**config.mk**
```make
export PLATFORM = sky130hd
export DESIGN_NAME = gpc_port
export DESIGN_NICKNAME = d
export VERILOG_FILES = /design/src/pkg/gpc_pkg.sv /design/src/rtl/gpc_edge_det.sv /design/src/rtl/gpc_port.sv
export SDC_FILE = /design/constraint.sdc
export NUM_CORES = 1
export LEC_CHECK = 0
export BUFFER_PORTS_ARGS = -buffer_cell sky130_fd_sc_hd__buf_2
export CAP_MARGIN = 20
export CORE_ASPECT_RATIO = 0.75
export CORE_MARGIN = 4
export CORE_UTILIZATION = 47
export CTS_BUF_LIST = sky130_fd_sc_hd__clkbuf_16
export DETAILED_ROUTE_END_ITERATION = 8
export PLACE_DENSITY = 0.84
export SKIP_LAST_GASP = 1
export SLEW_MARGIN = 10
export SYNTH_ARGS = -nofsm -noshare
export SYNTH_HDL_FRONTEND = slang
export SYNTH_SLANG_ARGS = --single-unit
```
**constraint.sdc**
```tcl
create_clock -name ref_clk -period 1.41 [get_ports ref_clk]
set_input_delay 0.0705 -clock ref_clk [delete_from_list [all_inputs] [get_ports ref_clk]]
set_output_delay 0.0705 -clock ref_clk [all_outputs]
set_load 0.01 [all_outputs]
```
**src/pkg/gpc_pkg.sv**
```systemverilog
// Purpose: Shared constants and carriers for the third general-purpose port.
// Assumes: Single clock, no register bus; the port word arrives as plain ports.
// Notes: Field positions follow the 32-bit port word layout.
package gpc_pkg;

    // ==========================================================
    // Port word layout
    localparam int SEL_MSB = 31;
    localparam int SEL_LSB = 24;
    localparam int DIR_MSB = 23;
    localparam int DIR_LSB = 16;
    localparam int DAT_MSB = 7;
    localparam int DAT_LSB = 0;
    localparam int NUM_PINS = 8;
    localparam int NUM_EDGE = 4;

    // ==========================================================
    // Pin numbers with special functions
    localparam int PIN_CLK_A = 7;
    localparam int PIN_IRQ = 6;
    localparam int PIN_CLK_B = 5;
    localparam int PIN_RST = 4;

    // ==========================================================
    // Reset values
    localparam logic [7:0] SEL_RST = 8'h00;
    localparam logic [7:0] DIR_RST = 8'h00;
    localparam logic [7:0] DAT_RST = 8'h00;
    localparam logic [3:0] PEND_RST = 4'h0;

    // Per-pin mode.
    typedef enum logic [3:0] {
        GPC_GP_IN  = 4'h1,
        GPC_GP_OUT = 4'h2,
        GPC_SF_IN  = 4'h4,
        GPC_SF_OUT = 4'h8
    } gpc_mode_e;

    // Serial channel controls for one channel.
    typedef struct packed {
        logic spi_master;
        logic spi_master_clk;
        logic tx_clock_export;
        logic tx_clock;
        logic general_output_two;
    } gpc_ser_ctl_s;

    // Serial channel inputs produced for one channel.
    typedef struct packed {
        logic spi_slave_en_n;
        logic ext_tx_clock;
        logic ring_indicator;
    } gpc_ser_in_s;

    // Decodes select and direction into a one-hot mode.
    function automatic gpc_mode_e pin_mode(input logic sel, input logic dir);
        case ({sel, dir})
            2'b00: pin_mode = GPC_GP_IN;
            2'b01: pin_mode = GPC_GP_OUT;
            2'b10: pin_mode = GPC_SF_IN;
            default: pin_mode = GPC_SF_OUT;
        endcase
    endfunction

endpackage

```
**src/rtl/gpc_edge_det.sv**
```systemverilog
// Purpose: Synchronised edge detector with a latched pending flag for one low pin.
// Assumes: Pin is synchronous in timing but is still passed through two stages.
// Notes: A new edge wins over an acknowledge in the same cycle.
`timescale 1ns/1ps
module gpc_edge_det (
    // Clock and reset
    input wire logic ref_clk,
    input wire logic rst_n,
    // Pin and control
    input wire logic pin_in,
    input wire logic enable,
    input wire logic rising,
    input wire logic ack,
    // Status
    output logic level,
    output logic pending
);
    logic sync1_ff;
    logic sync2_ff;
    logic prev_ff;
    logic pend_ff;
    logic edge_hit;
    logic nxt_pend;
    logic [2:0] fill_ff;

    // ==========================================================
    // Synchroniser and edge decode
    // Edges are ignored until the history flops hold real pin samples, so leaving reset cannot fake an edge.
    assign edge_hit = enable & fill_ff[2] & (rising ? (sync2_ff & ~prev_ff) : (~sync2_ff & prev_ff));
    assign nxt_pend = edge_hit | (pend_ff & ~ack);

    always_ff @(posedge ref_clk or negedge rst_n) begin
        if (!rst_n) begin
            sync1_ff <= 1'b0;
            sync2_ff <= 1'b0;
            prev_ff <= 1'b0;
            pend_ff <= 1'b0;
            fill_ff <= 3'h0;
        end else begin
            fill_ff <= {fill_ff[1:0], 1'b1};
            sync1_ff <= pin_in;
            sync2_ff <= sync1_ff;
            prev_ff <= sync2_ff;
            pend_ff <= nxt_pend;
        end
    end

    assign level = sync2_ff;
    assign pending = pend_ff;

    // ==========================================================
    // Checks
    property p_edge_sets;
        @(posedge ref_clk) disable iff (!rst_n) edge_hit |=> pend_ff;
    endproperty
    a_edge_sets: assert property (p_edge_sets) else $error("edge did not set pending");

    property p_ack_clears;
        @(posedge ref_clk) disable iff (!rst_n) (ack && !edge_hit) |=> !pend_ff;
    endproperty
    a_ack_clears: assert property (p_ack_clears) else $error("ack did not clear pending");

    property p_no_level_retrigger;
        @(posedge ref_clk) disable iff (!rst_n) (!pend_ff && $stable(sync2_ff) && $stable(prev_ff) && sync2_ff == prev_ff)
            |=> !pend_ff;
    endproperty
    a_no_level_retrigger: assert property (p_no_level_retrigger) else $error("pending set on level");

    property p_rise_only;
        @(posedge ref_clk) disable iff (!rst_n) (enable && rising && !pend_ff && prev_ff && !sync2_ff) |=> !pend_ff;
    endproperty
    a_rise_only: assert property (p_rise_only) else $error("falling edge caught in rising mode");
endmodule

```
**src/rtl/gpc_port.sv**
```systemverilog
// Purpose: Third general-purpose port with per-pin function and direction select.
// Assumes: Port word written as plain ports; a one-cycle write strobe loads it.
// Notes: Pins are split into input, output and output enable.
// Operation
// - Select 0 means GPIO; direction picks in/out.
// - GPIO input reads the sampled pin level.
// - GPIO output drives stored data; reads back it.
// - Select 1: special input or special output.
// - Pin 7 out: SPI clock, tx clock, output two.
// - Output two is inverted onto pins 7, 5.
// - Pin 7 in: slave enable A, tx clock A.
// - Pin 5 out: SPI clock, tx clock, output two.
// - Pin 5 in: slave enable B, tx clock B.
// - Pin 6 out: active-low interrupt request mirror.
// - Pin 6 in: inverted ring indicator A.
// - Pin 4 out: active-low reset indicator.
// - Pin 4 in: inverted ring indicator B.
// - Pin 3 special input catches falling edges.
// - Pending pin 3 edge reads as data bit 3.
// - Writing 1 to data bit 3 acknowledges.
// - Only a new edge raises a new interrupt.
// - Direction 1 makes the detector catch rising edges.
// - Select 31:24, direction 23:16, data 7:0.
// - Data writes ignored unless GPIO output, except acks.
// - Pins 2..0 are identical edge detectors.
`timescale 1ns/1ps
module gpc_port (
    // Clock and reset
    input wire logic ref_clk,
    input wire logic rst_n,
    // Port word access
    input wire logic port_wr,
    input wire logic [31:0] port_wdata,
    output logic [31:0] port_rdata,
    // External pins
    input wire logic [7:0] gp_pin_in,
    output logic [7:0] gp_pin_out,
    output logic [7:0] gp_pin_oe,
    // Serial channel A and B controls
    input wire gpc_pkg::gpc_ser_ctl_s ser_a_ctl,
    input wire gpc_pkg::gpc_ser_ctl_s ser_b_ctl,
    input wire logic ser_a_tx_clock_source,
    input wire logic ser_b_tx_clock_source,
    // Serial channel A and B inputs
    output gpc_pkg::gpc_ser_in_s ser_a_in,
    output gpc_pkg::gpc_ser_in_s ser_b_in,
    // System signals
    input wire logic irq_pending,
    input wire logic soft_reset,
    input wire logic host_reset,
    // Interrupt sources to the controller
    output logic [3:0] pin3_irq_source
);
    logic [7:0] sel_ff;
    logic [7:0] dir_ff;
    logic [7:0] dat_ff;
    logic [7:0] sync1_ff;
    logic [7:0] sync2_ff;
    logic [7:0] out_ff;
    logic [7:0] oe_ff;
    logic [7:0] nxt_out;
    logic [7:0] nxt_oe;
    logic [7:0] nxt_dat;
    logic [7:0] gp_out_mask;
    logic [7:0] sf_out;
    logic [3:0] edge_pend;
    logic [3:0] ack_bits;
    logic [7:0] rd_data;
    logic clk_a_out;
    logic clk_b_out;
    gpc_pkg::gpc_ser_in_s nxt_a_in;
    gpc_pkg::gpc_ser_in_s nxt_b_in;
    gpc_pkg::gpc_ser_in_s a_in_ff;
    gpc_pkg::gpc_ser_in_s b_in_ff;

    // ==========================================================
    // Mode decode
    genvar g;
    generate
        for (g = 0; g < gpc_pkg::NUM_PINS; g++) begin : g_mode
            assign gp_out_mask[g] = (gpc_pkg::pin_mode(sel_ff[g], dir_ff[g]) == gpc_pkg::GPC_GP_OUT);
            assign nxt_oe[g] = dir_ff[g];
        end
    endgenerate

    // ==========================================================
    // Data register writes
    assign ack_bits = (port_wr ? port_wdata[3:0] : 4'h0) & sel_ff[3:0];
    assign nxt_dat = port_wr
        ? ((port_wdata[gpc_pkg::DAT_MSB:gpc_pkg::DAT_LSB] & gp_out_mask) | (dat_ff & ~gp_out_mask))
        : dat_ff;

    always_ff @(posedge ref_clk or negedge rst_n) begin
        if (!rst_n) begin
            sel_ff <= gpc_pkg::SEL_RST;
            dir_ff <= gpc_pkg::DIR_RST;
            dat_ff <= gpc_pkg::DAT_RST;
        end else begin
            if (port_wr) begin
                sel_ff <= port_wdata[gpc_pkg::SEL_MSB:gpc_pkg::SEL_LSB];
                dir_ff <= port_wdata[gpc_pkg::DIR_MSB:gpc_pkg::DIR_LSB];
            end
            dat_ff <= nxt_dat;
        end
    end

    // ==========================================================
    // Input synchroniser
    always_ff @(posedge ref_clk or negedge rst_n) begin
        if (!rst_n) begin
            sync1_ff <= 8'h00;
            sync2_ff <= 8'h00;
        end else begin
            sync1_ff <= gp_pin_in;
            sync2_ff <= sync1_ff;
        end
    end

    // ==========================================================
    // Edge detectors on pins 3..0
    generate
        for (g = 0; g < gpc_pkg::NUM_EDGE; g++) begin : g_edge
            gpc_edge_det u_edge (
                .ref_clk(ref_clk),
                .rst_n(rst_n),
                .pin_in(gp_pin_in[g]),
                .enable(sel_ff[g]),
                .rising(dir_ff[g]),
                .ack(ack_bits[g]),
                .level(),
                .pending(edge_pend[g])
            );
        end
    endgenerate

    assign pin3_irq_source = edge_pend;

    // ==========================================================
    // Special-function outputs
    assign clk_a_out = ser_a_ctl.spi_master ? ser_a_ctl.spi_master_clk
        : (ser_a_ctl.tx_clock_export ? ser_a_ctl.tx_clock : ~ser_a_ctl.general_output_two);
    assign clk_b_out = ser_b_ctl.spi_master ? ser_b_ctl.spi_master_clk
        : (ser_b_ctl.tx_clock_export ? ser_b_ctl.tx_clock : ~ser_b_ctl.general_output_two);

    assign sf_out = {clk_a_out, ~irq_pending, clk_b_out, ~(soft_reset | host_reset), 4'h0};
    assign nxt_out = (sel_ff & sf_out) | (~sel_ff & dat_ff);

    always_ff @(posedge ref_clk or negedge rst_n) begin
        if (!rst_n) begin
            out_ff <= 8'h00;
            oe_ff <= 8'h00;
        end else begin
            out_ff <= nxt_out;
            oe_ff <= nxt_oe;
        end
    end

    assign gp_pin_out = out_ff;
    assign gp_pin_oe = oe_ff;

    // ==========================================================
    // Special-function inputs to the serial channels
    always_comb begin
        nxt_a_in.spi_slave_en_n = 1'b1;
        nxt_a_in.ext_tx_clock = 1'b0;
        nxt_a_in.ring_indicator = 1'b0;
        nxt_b_in.spi_slave_en_n = 1'b1;
        nxt_b_in.ext_tx_clock = 1'b0;
        nxt_b_in.ring_indicator = 1'b0;
        if (sel_ff[gpc_pkg::PIN_CLK_A] && !dir_ff[gpc_pkg::PIN_CLK_A]) begin
            nxt_a_in.spi_slave_en_n = sync2_ff[gpc_pkg::PIN_CLK_A];
            nxt_a_in.ext_tx_clock = ser_a_tx_clock_source & sync2_ff[gpc_pkg::PIN_CLK_A];
        end
        if (sel_ff[gpc_pkg::PIN_IRQ] && !dir_ff[gpc_pkg::PIN_IRQ]) begin
            nxt_a_in.ring_indicator = ~sync2_ff[gpc_pkg::PIN_IRQ];
        end
        if (sel_ff[gpc_pkg::PIN_CLK_B] && !dir_ff[gpc_pkg::PIN_CLK_B]) begin
            nxt_b_in.spi_slave_en_n = sync2_ff[gpc_pkg::PIN_CLK_B];
            nxt_b_in.ext_tx_clock = ser_b_tx_clock_source & sync2_ff[gpc_pkg::PIN_CLK_B];
        end
        if (sel_ff[gpc_pkg::PIN_RST] && !dir_ff[gpc_pkg::PIN_RST]) begin
            nxt_b_in.ring_indicator = ~sync2_ff[gpc_pkg::PIN_RST];
        end
    end

    always_ff @(posedge ref_clk or negedge rst_n) begin
        if (!rst_n) begin
            a_in_ff <= 3'h4;
            b_in_ff <= 3'h4;
        end else begin
            a_in_ff <= nxt_a_in;
            b_in_ff <= nxt_b_in;
        end
    end

    assign ser_a_in = a_in_ff;
    assign ser_b_in = b_in_ff;

    // ==========================================================
    // Read-back word
    generate
        for (g = 0; g < gpc_pkg::NUM_PINS; g++) begin : g_rd
            if (g < gpc_pkg::NUM_EDGE) begin : g_low
                assign rd_data[g] = sel_ff[g] ? edge_pend[g] : (dir_ff[g] ? dat_ff[g] : sync2_ff[g]);
            end else begin : g_high
                assign rd_data[g] = (dir_ff[g] & ~sel_ff[g]) ? dat_ff[g] : sync2_ff[g];
            end
        end
    endgenerate

    assign port_rdata = {sel_ff, dir_ff, 8'h00, rd_data};

    // ==========================================================
    // Checks
    property p_gp_out_drive;
        @(posedge ref_clk) disable iff (!rst_n) (!sel_ff[0] && dir_ff[0]) |=> (gp_pin_oe[0] && gp_pin_out[0] == $past(dat_ff[0]));
    endproperty
    a_gp_out_drive: assert property (p_gp_out_drive) else $error("gpio output not driven from data");

    property p_gp_in_read;
        @(posedge ref_clk) disable iff (!rst_n) (!sel_ff[5] && !dir_ff[5])
            |-> (port_rdata[5] == sync2_ff[5]) ##1 !gp_pin_oe[5];
    endproperty
    a_gp_in_read: assert property (p_gp_in_read) else $error("gpio input read wrong");

    property p_ignore_write;
        @(posedge ref_clk) disable iff (!rst_n) (port_wr && !gp_out_mask[6]) |=> dat_ff[6] == $past(dat_ff[6]);
    endproperty
    a_ignore_write: assert property (p_ignore_write) else $error("data write not ignored");

    property p_irq_pin;
        @(posedge ref_clk) disable iff (!rst_n) (sel_ff[6] && dir_ff[6] && $stable(sel_ff[6]) && $stable(dir_ff[6]))
            |=> gp_pin_out[6] == !$past(irq_pending);
    endproperty
    a_irq_pin: assert property (p_irq_pin) else $error("interrupt pin not active low");

    property p_rst_pin;
        @(posedge ref_clk) disable iff (!rst_n) (sel_ff[4] && (soft_reset || host_reset)) |=> !gp_pin_out[4];
    endproperty
    a_rst_pin: assert property (p_rst_pin) else $error("reset indicator not low");

    property p_pend_read;
        @(posedge ref_clk) disable iff (!rst_n) sel_ff[3] |-> port_rdata[3] == edge_pend[3];
    endproperty
    a_pend_read: assert property (p_pend_read) else $error("pending not reported");

    property p_ring_inv;
        @(posedge ref_clk) disable iff (!rst_n) (sel_ff[6] && !dir_ff[6]) |=> ser_a_in.ring_indicator == !$past(sync2_ff[6]);
    endproperty
    a_ring_inv: assert property (p_ring_inv) else $error("ring indicator not inverted");

    property p_clk_a_general_output_two;
        @(posedge ref_clk) disable iff (!rst_n) (sel_ff[7] && !ser_a_ctl.spi_master && !ser_a_ctl.tx_clock_export)
            |=> gp_pin_out[7] == !$past(ser_a_ctl.general_output_two);
    endproperty
    a_clk_a_general_output_two: assert property (p_clk_a_general_output_two) else $error("output two not inverted on pin 7");
endmodule
```
Word level (Yosys, flattened, before mapping)
Cells that the tools add are included.

Bits in registers: 90. Latch bits: 0. RAM bits: 0. ROM bits: 0. Input bits: 58. Output and inout bits: 58. Memories: 0.

$add $sub $neg: 0. Multiply operators: 0. Divide/modulo/power cells: 0. Magnitude comparators: 0. Eq/ne operators: 24. Shifts and indexed selects: 0. Multiplexer cells: 33. Bitwise logic cells: 62. Reduce and logical (&&, ||, !) cells: 16.

Operators by type and width (count): $pmux 4 s3 (8); $and 8x8->8 (4); $eq 4x2->1 const B (8); $and 1x1->1 (26); $mux 1 (22); $not 1->1 (22); $eq 2x1->1 const B (8); $eq 2x2->1 const B (8); $logic_not 2->1 (8); $not 8->8 (2); $or 8x8->8 (2); $or 1x1->1 (5); $and 4x4->4 (1); $logic_and 1x1->1 (4); $logic_not 1->1 (4); $mux 2 (2); $mux 4 (1).

Longest topological paths before layout
Gate-level depths: netlist of the first run.

Depth in word-level cells: 6. Depth in mapped cells: 4.

Hierarchy
Synthesis of the first run repeated with hierarchy kept, for this count alone.

Cell total of the unflattened synthesis: 210. Area total of the unflattened synthesis: 3218.1 um^2.

Modules (own cells, without submodules): gpc_port (times used 1, cells each 158, area an instance 2377.3 um^2, sequential area each 1554.0 um^2); gpc_edge_det (times used 4, cells each 13, area an instance 210.2 um^2, sequential area each 175.2 um^2).

Least setup slack after synthesis of the first run
OpenSTA, ideal clock, no wires.

Kind: register -> register. Start point: register sel_ff[7]. End point: register (tool-made name). Setup time: 0.125 ns. Arrival: 0.922 ns. Data required time: 1.285 ns. Path slack: 0.363 ns. Stages on the path, launching flop included: 3. Path buffers: 0. Cells stage by stage: dfrtp_1 nand3b_1 mux2_4.

RTL lines: start, declared (RTL line gpc_port.sv:54) `logic [7:0] sel_ff;`; start signal, assigned (RTL line gpc_port.sv:95) `sel_ff <= gpc_pkg::SEL_RST;`; start signal, assigned (RTL line gpc_port.sv:100) `sel_ff <= port_wdata[gpc_pkg::SEL_MSB:gpc_pkg::SEL_LSB];`.

Worst setup path after layout of the first run
Start point: register dir_ff[4]. End point: output port port_rdata[4].

Cells in the longest elaborated chain, start to end: 2.

Ends and longest elaborated chain: start, declared (RTL line gpc_port.sv:55) `logic [7:0] dir_ff;`; start signal, assigned (RTL line gpc_port.sv:96) `dir_ff <= gpc_pkg::DIR_RST;`; start signal, assigned (RTL line gpc_port.sv:101) `dir_ff <= port_wdata[gpc_pkg::DIR_MSB:gpc_pkg::DIR_LSB];`; $and 1x1->1 (RTL line gpc_port.sv:206) `assign rd_data[g] = (dir_ff[g] & ~sel_ff[g]) ? dat_ff[g] : sync2_ff[g];`; $mux 1 (RTL line gpc_port.sv:206); end, declared (RTL line gpc_port.sv:34) `output logic [31:0] port_rdata,`.

Every way passes these cells.

==> metrics.yaml, run 1 <==
outcome:
  outcome: "finished clean"
die:
  row_count: 24
  core-area_sq_um: 5886
  fp.dieH_um: 75.89
  die_area_sq_um: 7475
  num_io_pins: 116
  die_x_um: 98.51
  start_util: 0.4906
clocking:
  ctsHtreeMaxLevel: 3
  numCtsBuffers: 9
  cts_tree: "yes"
  cts.sinks: 73
  clk_pin_slew_ns: 0.05
  root_buffer: "clkbuf_16"
  clk_latency_ns: 0.32
  clockBufferDepth: 2
power_and_ir_drop:
  powerDensity_nw_per_um2: 1395
  power_leakage_nw: 2.008
  peakVddDrop_uv: 687.4
final_layout:
  nets: 389
  syn2layout_area_growth_pct: 37.91
  drive_above_1_share: 0.4464
  final_cell_area_sq_um: 3983
  final_cell_mix: "98 x buf_2, 68 x dfrtp_1, 32 x dlygate4sd3_1"
  num_antenna_cells: 0
  nFillCells: 436
  final_common_cell: "buf_2"
place:
  placed_cell_area_sq_um: 3363
  routabilityCongestion: 0.7863
  io_buffer_count: 99
  place_hpwl_um: 3904
detailed_routing:
  drt-vias-per-instance: 4.681
  post_drt_wl_per_cell_um: 13.93
  wirelength_um: 5767
  ant_nets: 0
  drtPass1Iterations: 4
  dr_total_vias: 1938
  drt_iter0_markers: 55
  drc_errors: 0
job:
  drv_cap: 0
sta:
  hold_slack_ns: 0.01144
  rsz0062_at_grt: "false"
  clock.fmax_mhz: 739.6
  finalSetupViolations: 0
  fin_tns_setup_ns: 0
  fin_crit_ns: 1.352
  finalCritPeriodShare: 0.9589
  finalMaxSlewViolations: 0
  finClkSkew_ns: 0.003611
  hold_viol: 0
synth:
  ys_seq_area_frac: 0.6334
  syn_avg_cell_area_sq_um: 14.51
  synth_cell_types: 23
  netlist_area_sq_um: 2888
  ys_ff_latch: 73
  ys_warn_count: 0
  syn_inst: 199
global_routing:
  gr-total-overflow: 0
  grt_max_degree: 37
  grt_pass1_wl_um: 9591
  antenna_found_initial: 0
  track_usage: 0.1680
  grt_pass1_vias: 2065
critical_path:
  crit_fanout: 4
  start_kind: "register"
  crit_required_ns: 1.34
  arrival_ns: 1.28
  critPathKind: "register to primary output"
  cp-end-kind: "primary output"
worst_hold_path:
  holdCritPathClass: "input port to register"
[synth_stat cells]
master / n / area (sq um)
nand2b_1: 8 / 50.05
a32o_1: 4 / 40.04
mux2_2: 2 / 22.52
buf_6: 1 / 11.26
nand2_1: 11 / 41.29
dfrtp_1: 71 / 1777
nor2b_1: 4 / 25.02
inv_1: 5 / 18.77
conb_1: 2 / 7.510
or3b_2: 2 / 17.52
nor3b_1: 2 / 15.01
a211oi_1: 2 / 15.01
mux2_4: 24 / 360.4
nand3_1: 4 / 20.02
nand3b_1: 8 / 60.06
buf_12: 2 / 40.04
o21ai_0: 9 / 45.04
dfstp_2: 2 / 52.55
nor2_1: 3 / 11.26
buf_4: 20 / 150.1
mux2i_1: 5 / 50.05
o22ai_1: 6 / 37.54
and4b_1: 2 / 20.02
[routing by layer]
layer,up-vias,wire length [um],global-route usage
met5,-,0,0
met1,927,2337,0.1930
met3,15,379,0.06130
met2,70,2926,0.2936
met4,0,124,0.06667
li1,926,-,-
[critical path, stage by stage (launching register included)]
cell and delay (ns):
dfrtp_2 0.42, nand2b_1 0.08, mux2_2 0.33, buf_2 0.14
[cells by family after synthesis]
logic type / Yosys count / share of synthesized area
AO/OA/AOI/OAI: 21 / 0.04766
flip-flops: 73 / 0.6334
other: 2 / 0.002601
multiplexers: 31 / 0.1499
AND/OR/NAND/NOR: 44 / 0.09012
buffers and inverters: 28 / 0.07626
[final cells by class]
class / instances / area, sq um / area share
well taps: 78 / 97.59 / 0.02451
clock inverters: 7 / 55.05 / 0.01382
repair buffers: 137 / 888.4 / 0.2231
multi-input cells: 105 / 864.6 / 0.2171
clock buffers: 9 / 225.2 / 0.05655
inverters: 5 / 18.77 / 0.004713
flip-flops and latches: 73 / 1833 / 0.4603
[where the power goes]
| part | switching [mW] | total (mW) | internal [mW] | leakage [nW] |
|---|---|---|---|---|
| combinational | 0.396 | 0.929 | 0.534 | 0.995 |
| sequential | 0.184 | 2.54 | 2.35 | 0.866 |
| clock | 0.755 | 2.09 | 1.34 | 0.147 |
| total | 1.33 | 5.56 | 4.22 | 2.01 |
[worst paths after layout]
check,from,endpoint,slack [ns],cells past startpoint
worst min-delay path,port_wdata[0],register,0.01,2
worst max register to register,sel_ff[4],register,0.29,3
min in group asynchronous,rst_n,gp_pin_oe[5],0.19,2
max in group asynchronous,rst_n,ser_a_in[2],0.63,3
worst max-delay path,dir_ff[4],port_rdata[4],0.06,3
worst min register to register,sync1_ff[1],sync2_ff[1],0.34,0
[metrics by stage]
| step | cells | setup slack, ns | utilization | total power [mW] |
|---|---|---|---|---|
| after floorplan | 206 | 0.3630 | - | 3.109 |
| after global placement | 364 | 0.3568 | 0.5714 | 3.390 |
| final | 414 | 0.05800 | 0.6767 | 5.555 |
| after global routing | 414 | 0.009286 | 0.6767 | 5.848 |
| after detailed placement | 364 | 0.3329 | 0.5714 | 3.428 |
| after CTS | 413 | 0.01627 | 0.6747 | 5.624 |
[repair_timing]
item                                   in CTS  in global routing
hold buffers                               32                  0
setup endpoints to repair                   1                  4
setup buffers                               1                  1
pin swaps                                   0                  0
endpoints found under the hold margin     103                  0
gates resized for setup                     0                  4
Power figures use the tool's default switching activity.
==> inputs of run 2 (changes only) <==
Settings changed: CAP_MARGIN 20 to not set.
Clock period 1.41 ns to 1.7 ns, I/O delays scaled along.
==> metrics.yaml, run 2 (same netlist as run 1, synthesis figures left out) <==
critical_path:
  cp_cell_sequence: "nand2b_1, mux2_2, buf_2"
  endpoint: "port_rdata[4]"
  arrival_ns: 1.33  # +0.05 ns
  cp_slowest_stage_delay_ns: 0.41  # about the same
  crit_fanout: 6  # +2
  crit_required_ns: 1.62  # +0.28 ns
  timing.rr.start: "sel_ff[5]"
  critPathKind: "register to primary output"
  reg2reg_depth: 2  # -1
  r2r_slack_ns: 0.60  # +0.31 ns
  start_kind: "register"
  cp-end-kind: "primary output"
  cp-startpoint: "sel_ff[4]"
  slowest_stage: "dfrtp_1"
final_layout:
  final_cell_area_sq_um: 3877  # -2.6%
  drive_above_1_share: 0.4369  # -0.009505
  nets: 378  # -2.8%
  finalNonFillerCells: 403  # -2.7%
  num_antenna_cells: 0  # unchanged
  final_common_cell: "buf_2"
  fin_util: 0.6588  # -0.01786
  final_cell_mix: "98 x buf_2, 71 x dfrtp_1, 25 x dlygate4sd3_1"
  syn2layout_area_growth_pct: 34.27
detailed_routing:
  drc_errors: 0  # unchanged
  dr_total_vias: 1894  # -2.3%
  drt-vias-per-instance: 4.700  # +0.40%
  post_drt_wl_per_cell_um: 14.00  # +0.54%
  wirelength_um: 5644  # -2.1%
  ant_nets: 0  # unchanged
  drt_iter0_markers: 76  # +38%
  drtPass1Iterations: 6  # +2
clocking:
  numCtsBuffers: 9  # unchanged
  clk_latency_ns: 0.32  # about the same
  clk_pin_slew_ns: 0.05  # about the same
  cts_setup_buffers: 0  # -1
  cts-resized-gates: 0  # unchanged
  holdBufCountCts: 25  # -22%
  clockBufferDepth: 2  # unchanged
  ctsHtreeMaxLevel: 3  # unchanged
  cts_tree: "yes"
  cts.sinks: 73  # unchanged
  root_buffer: "clkbuf_16"
sta:
  clock.fmax_mhz: 706.4
  finClkSkew_ns: 0.005228  # +0.001617 ns
  fin_tns_setup_ns: 0  # unchanged
  finalCritPeriodShare: 0.8327
  finalMaxSlewViolations: 0  # unchanged
  hold_viol: 0  # unchanged
  rsz0062_at_grt: "false"
  fin_crit_ns: 1.416
  finalSetupViolations: 0  # unchanged
  maxSlewHeadroom: 0.6527
  tightest_slew_ns: 0.5209
outcome:
  outcome: "finished clean"
power_and_ir_drop:
  power_leakage_nw: 1.960  # -2.4%
  powerDensity_nw_per_um2: 1181  # -15%
  peakVddDrop_uv: 670.1  # -2.5%
global_routing:
  gr-total-overflow: 0  # unchanged
  antenna_found_initial: 0  # unchanged
  grt_max_degree: 42  # +14%
  track_usage: 0.1627  # -0.005292
  grt_pass1_wl_um: 9273  # -3.3%
  grt_pass1_vias: 1927  # -6.7%
place:
  dp_cells: 362  # -0.55%
  routabilityCongestion: 0.7797  # -0.84%
  placed_cell_area_sq_um: 3348  # -0.45%
  place_hpwl_um: 3991  # +2.2%
  io_buffer_count: 99  # unchanged
die:
  fp.dieH_um: 75.89  # unchanged
  core-area_sq_um: 5886  # unchanged
  die_area_sq_um: 7475  # unchanged
  row_count: 24  # unchanged
  start_util: 0.4906  # unchanged
  die_x_um: 98.51  # unchanged
  num_io_pins: 116  # unchanged
worst_hold_path:
  holdCritPathClass: "input port to register"
job:
  drv_cap: 0  # unchanged
## run 2: area by class of cell
type	count	area, sq um
Multi-Input combinational cell	105	864.6
Clock buffer	9	225.2
Timing Repair Buffer	126	788.3
Fill cell	459	2008
Clock inverter	7	53.80
Inverter	5	18.77
Sequential cell	73	1829
Tap cell	78	97.59
## run 2: where the power goes
group / switching (mW) / internal, mW
clock: 0.629 / 1.11
sequential: 0.158 / 1.95
combinational: 0.318 / 0.421
## run 2: routing by layer
layer | GRT usage | share of wire
met5 | 0 | 0
met4 | 0.05000 | 0.0055
met2 | 0.2824 | 0.52
met3 | 0.06404 | 0.064
met1 | 0.1912 | 0.41
## run 2: worst min path at each step
stage | start | end | slack, ns | depth (start not counted)
3_5_place_dp | rst_n | dir_ff[5] | 0.10 | 1
5_1_grt | port_wdata[2] | register | 0.0005 | 2
6_report | port_wdata[6] | register | 0.01 | 2
4_1_cts | port_wdata[30] | sel_ff[6] | 0.0004 | 2
3_3_place_gp | rst_n | gp_pin_oe[5] | 0.1 | 1
2_1_floorplan | rst_n | async pin | -0.21 | 0
## run 2: worst max-delay path: cells and delay by family, from the launching register on
family | cells | cell delay, ns
flip-flops | 1 | 0.41
multiplexers | 1 | 0.33
buffers and inverters | 1 | 0.14
AND/OR/NAND/NOR | 1 | 0.13
## run 2: through the flow
step	worst slack, ns	total power, mW	hold WS (ns)
floorplan	0.6530	2.578	-0.2106
global placement	0.5477	2.804	0.09535
detailed placement	0.5176	2.840	0.1026
CTS	0.2799	4.642	0.0003615
global route	0.2045	4.814	0.0005015
finish	0.2844	4.579	0.009826
==> inputs of run 3 (changes only) <==
Settings changed: CORE_UTILIZATION 47 to 43, PLACE_DENSITY 0.84 to 0.81.
Clock period 1.7 ns to 1.3 ns, I/O delays scaled along.
==> metrics.yaml, run 3 (same netlist as run 1, synthesis figures left out) <==
outcome:
  outcome: "finished, violations left"
  violations: "negative setup slack"
clocking:
  root_buffer: "clkbuf_16"
  clockBufferDepth: 2  # unchanged
  numCtsBuffers: 9  # unchanged
  cts_tree: "yes"
  clk_latency_ns: 0.32  # about the same
  cts.sinks: 73  # unchanged
  clk_pin_slew_ns: 0.05  # about the same
  ctsHtreeMaxLevel: 3  # unchanged
final_layout:
  final_common_cell: "buf_2"
  num_antenna_cells: 0  # unchanged
  drive_above_1_share: 0.4872  # +0.05026
  fin_util: 0.6517  # -0.007094
  final_cell_area_sq_um: 4179  # +7.8%
  final_cell_mix: "97 x buf_2, 62 x dfrtp_1, 34 x dlygate4sd3_1"
  finalNonFillerCells: 432  # +7.2%
  multi_input_area_sq_um: 872.1  # +0.87%
  nFillCells: 478  # +4.1%
  nets: 404  # +6.9%
  ff_latch_area_sq_um: 1841  # +0.62%
  syn2layout_area_growth_pct: 44.71
detailed_routing:
  dr_total_vias: 2030  # +7.2%
  drt-vias-per-instance: 4.699  # about the same
  drc_errors: 0  # unchanged
  drt_iter0_markers: 38  # -50%
  drtPass1Iterations: 4  # -2
  ant_nets: 0  # unchanged
  wirelength_um: 6138  # +8.8%
  post_drt_wl_per_cell_um: 14.21  # +1.5%
critical_path:
  cp_slowest_stage_delay_ns: 0.36  # -0.05 ns
  critPathKind: "register to primary output"
  crit_fanout: 2  # -4
  cp_cell_sequence: "nand2b_4, mux2_2, buf_6"
  start_kind: "register"
  cp-startpoint: "sel_ff[4]"
  timing.rr.start: "sel_ff[6]"
  crit_required_ns: 1.24  # -0.38 ns
  worst-path-buf-inv: 1  # unchanged
  reg2reg_depth: 3  # +1
  r2r_slack_ns: 0.13  # -0.47 ns
  crit_family: "flip-flops"
  cp-end-kind: "primary output"
  arrival_ns: 1.26  # -0.07 ns
  slowest_stage: "dfrtp_1"
power_and_ir_drop:
  p_total_mw: 6.579  # +44%
  power_leakage_nw: 2.092  # +6.7%
  peakVddDrop_uv: 852.4  # +27%
  powerDensity_nw_per_um2: 1574  # +33%
sta:
  finalCritPeriodShare: 1.021
  finClkSkew_ns: 0.006417  # +0.001189 ns
  finalMaxSlewViolations: 0  # unchanged
  hold_viol: 0  # unchanged
  finalSetupViolations: 1  # +1
  fin_crit_ns: 1.327
  clock.fmax_mhz: 753.6
  rsz0062_at_grt: "true"
  timing.final.ws_setup_ns: -0.02697  # -0.3114 ns
global_routing:
  grt_pass1_wl_um: 9936  # +7.1%
  gr-total-overflow: 0  # unchanged
  track_usage: 0.1575  # -0.005162
  grt_max_degree: 57  # +36%
  grt_pass1_vias: 2042  # +6.0%
  antenna_found_initial: 0  # unchanged
job:
  drv_cap: 0  # unchanged
place:
  routabilityCongestion: 0.8142  # +4.4%
  io_buffer_count: 99  # unchanged
  dp_cells: 368  # +1.7%
  place_hpwl_um: 3960  # -0.79%
  placed_cell_area_sq_um: 3374  # +0.78%
  dpl_worst_slack_ns: 0.2233  # -0.2943 ns
die:
  die_area_sq_um: 8104  # +8.4%
  core-area_sq_um: 6412  # +8.9%
  start_util: 0.4503  # -0.04030
  row_count: 25  # +4.2%
  num_io_pins: 116  # unchanged
  fp.dieH_um: 78.97  # +4.1%
  die_x_um: 102.6  # +4.2%
worst_hold_path:
  holdCritPathClass: "input port to register"
  hold_path_startpoint: "ser_b_tx_clock_source"
  hold_depth: 2  # unchanged
  min_to: "ser_b_in[1]"
run 3: worst max-delay path by stage:
stage | endpoint | slack (ns) | cells after the start
finish | port_rdata[4] | -0.03 | 3
detailed placement | register | 0.22 | 2
global placement | register | 0.25 | 2
global route | port_rdata[4] | -0.07 | 3
floorplan | register | 0.25 | 2
CTS | port_rdata[4] | -0.02 | 3
run 3: cell type report:
| type | count | area share |
|---|---|---|
| Sequential cell | 73 | 0.4404 |
| Tap cell | 81 | 0.02425 |
| Clock inverter | 7 | 0.02605 |
| Timing Repair Buffer | 152 | 0.2422 |
| Multi-Input combinational cell | 105 | 0.2087 |
| Inverter | 5 | 0.004491 |
| Clock buffer | 9 | 0.05389 |
run 3: where the power goes:
group | leakage, nW | internal, mW | switching (mW)
clock | 0.158 | 1.85 | 0.875
combinational | 1.07 | 0.644 | 0.483
sequential | 0.860 | 2.55 | 0.171
run 3: routing by layer:
layer / GRT usage / vias to the layer above / share of wire
met3: 0.05795 / 6 / 0.070
met1: 0.1961 / 981 / 0.41
met4: 0.02490 / 0 / 0.0091
met5: 0 / - / 0
li1: - / 956 / -
met2: 0.2668 / 87 / 0.51
run 3: timing repair:
item                                   in CTS  in global routing
gates resized for setup                     7                  7
hold buffers                               34                  0
pin swaps                                   0                  1
buffers inserted                            3                 11
endpoints found under the hold margin     106                  0
setup endpoints to repair                   7                  8
run 3: stage by stage:
stage          hold slack [ns]  TNS (ns)
2_1_floorplan          -0.2306         0
6_report               0.02733  -0.02697
4_1_cts                0.02013  -0.02415
5_1_grt                0.01847   -0.1231
3_5_place_dp          -0.04945         0
3_3_place_gp          -0.05157         0
run 3: worst reg2reg max path, delay by kind of cell, from the launching register on:
family	cells	cell delay, ns
buf+inv	1	0.15
flops	1	0.41
simple gates	1	0.18
mux	1	0.32
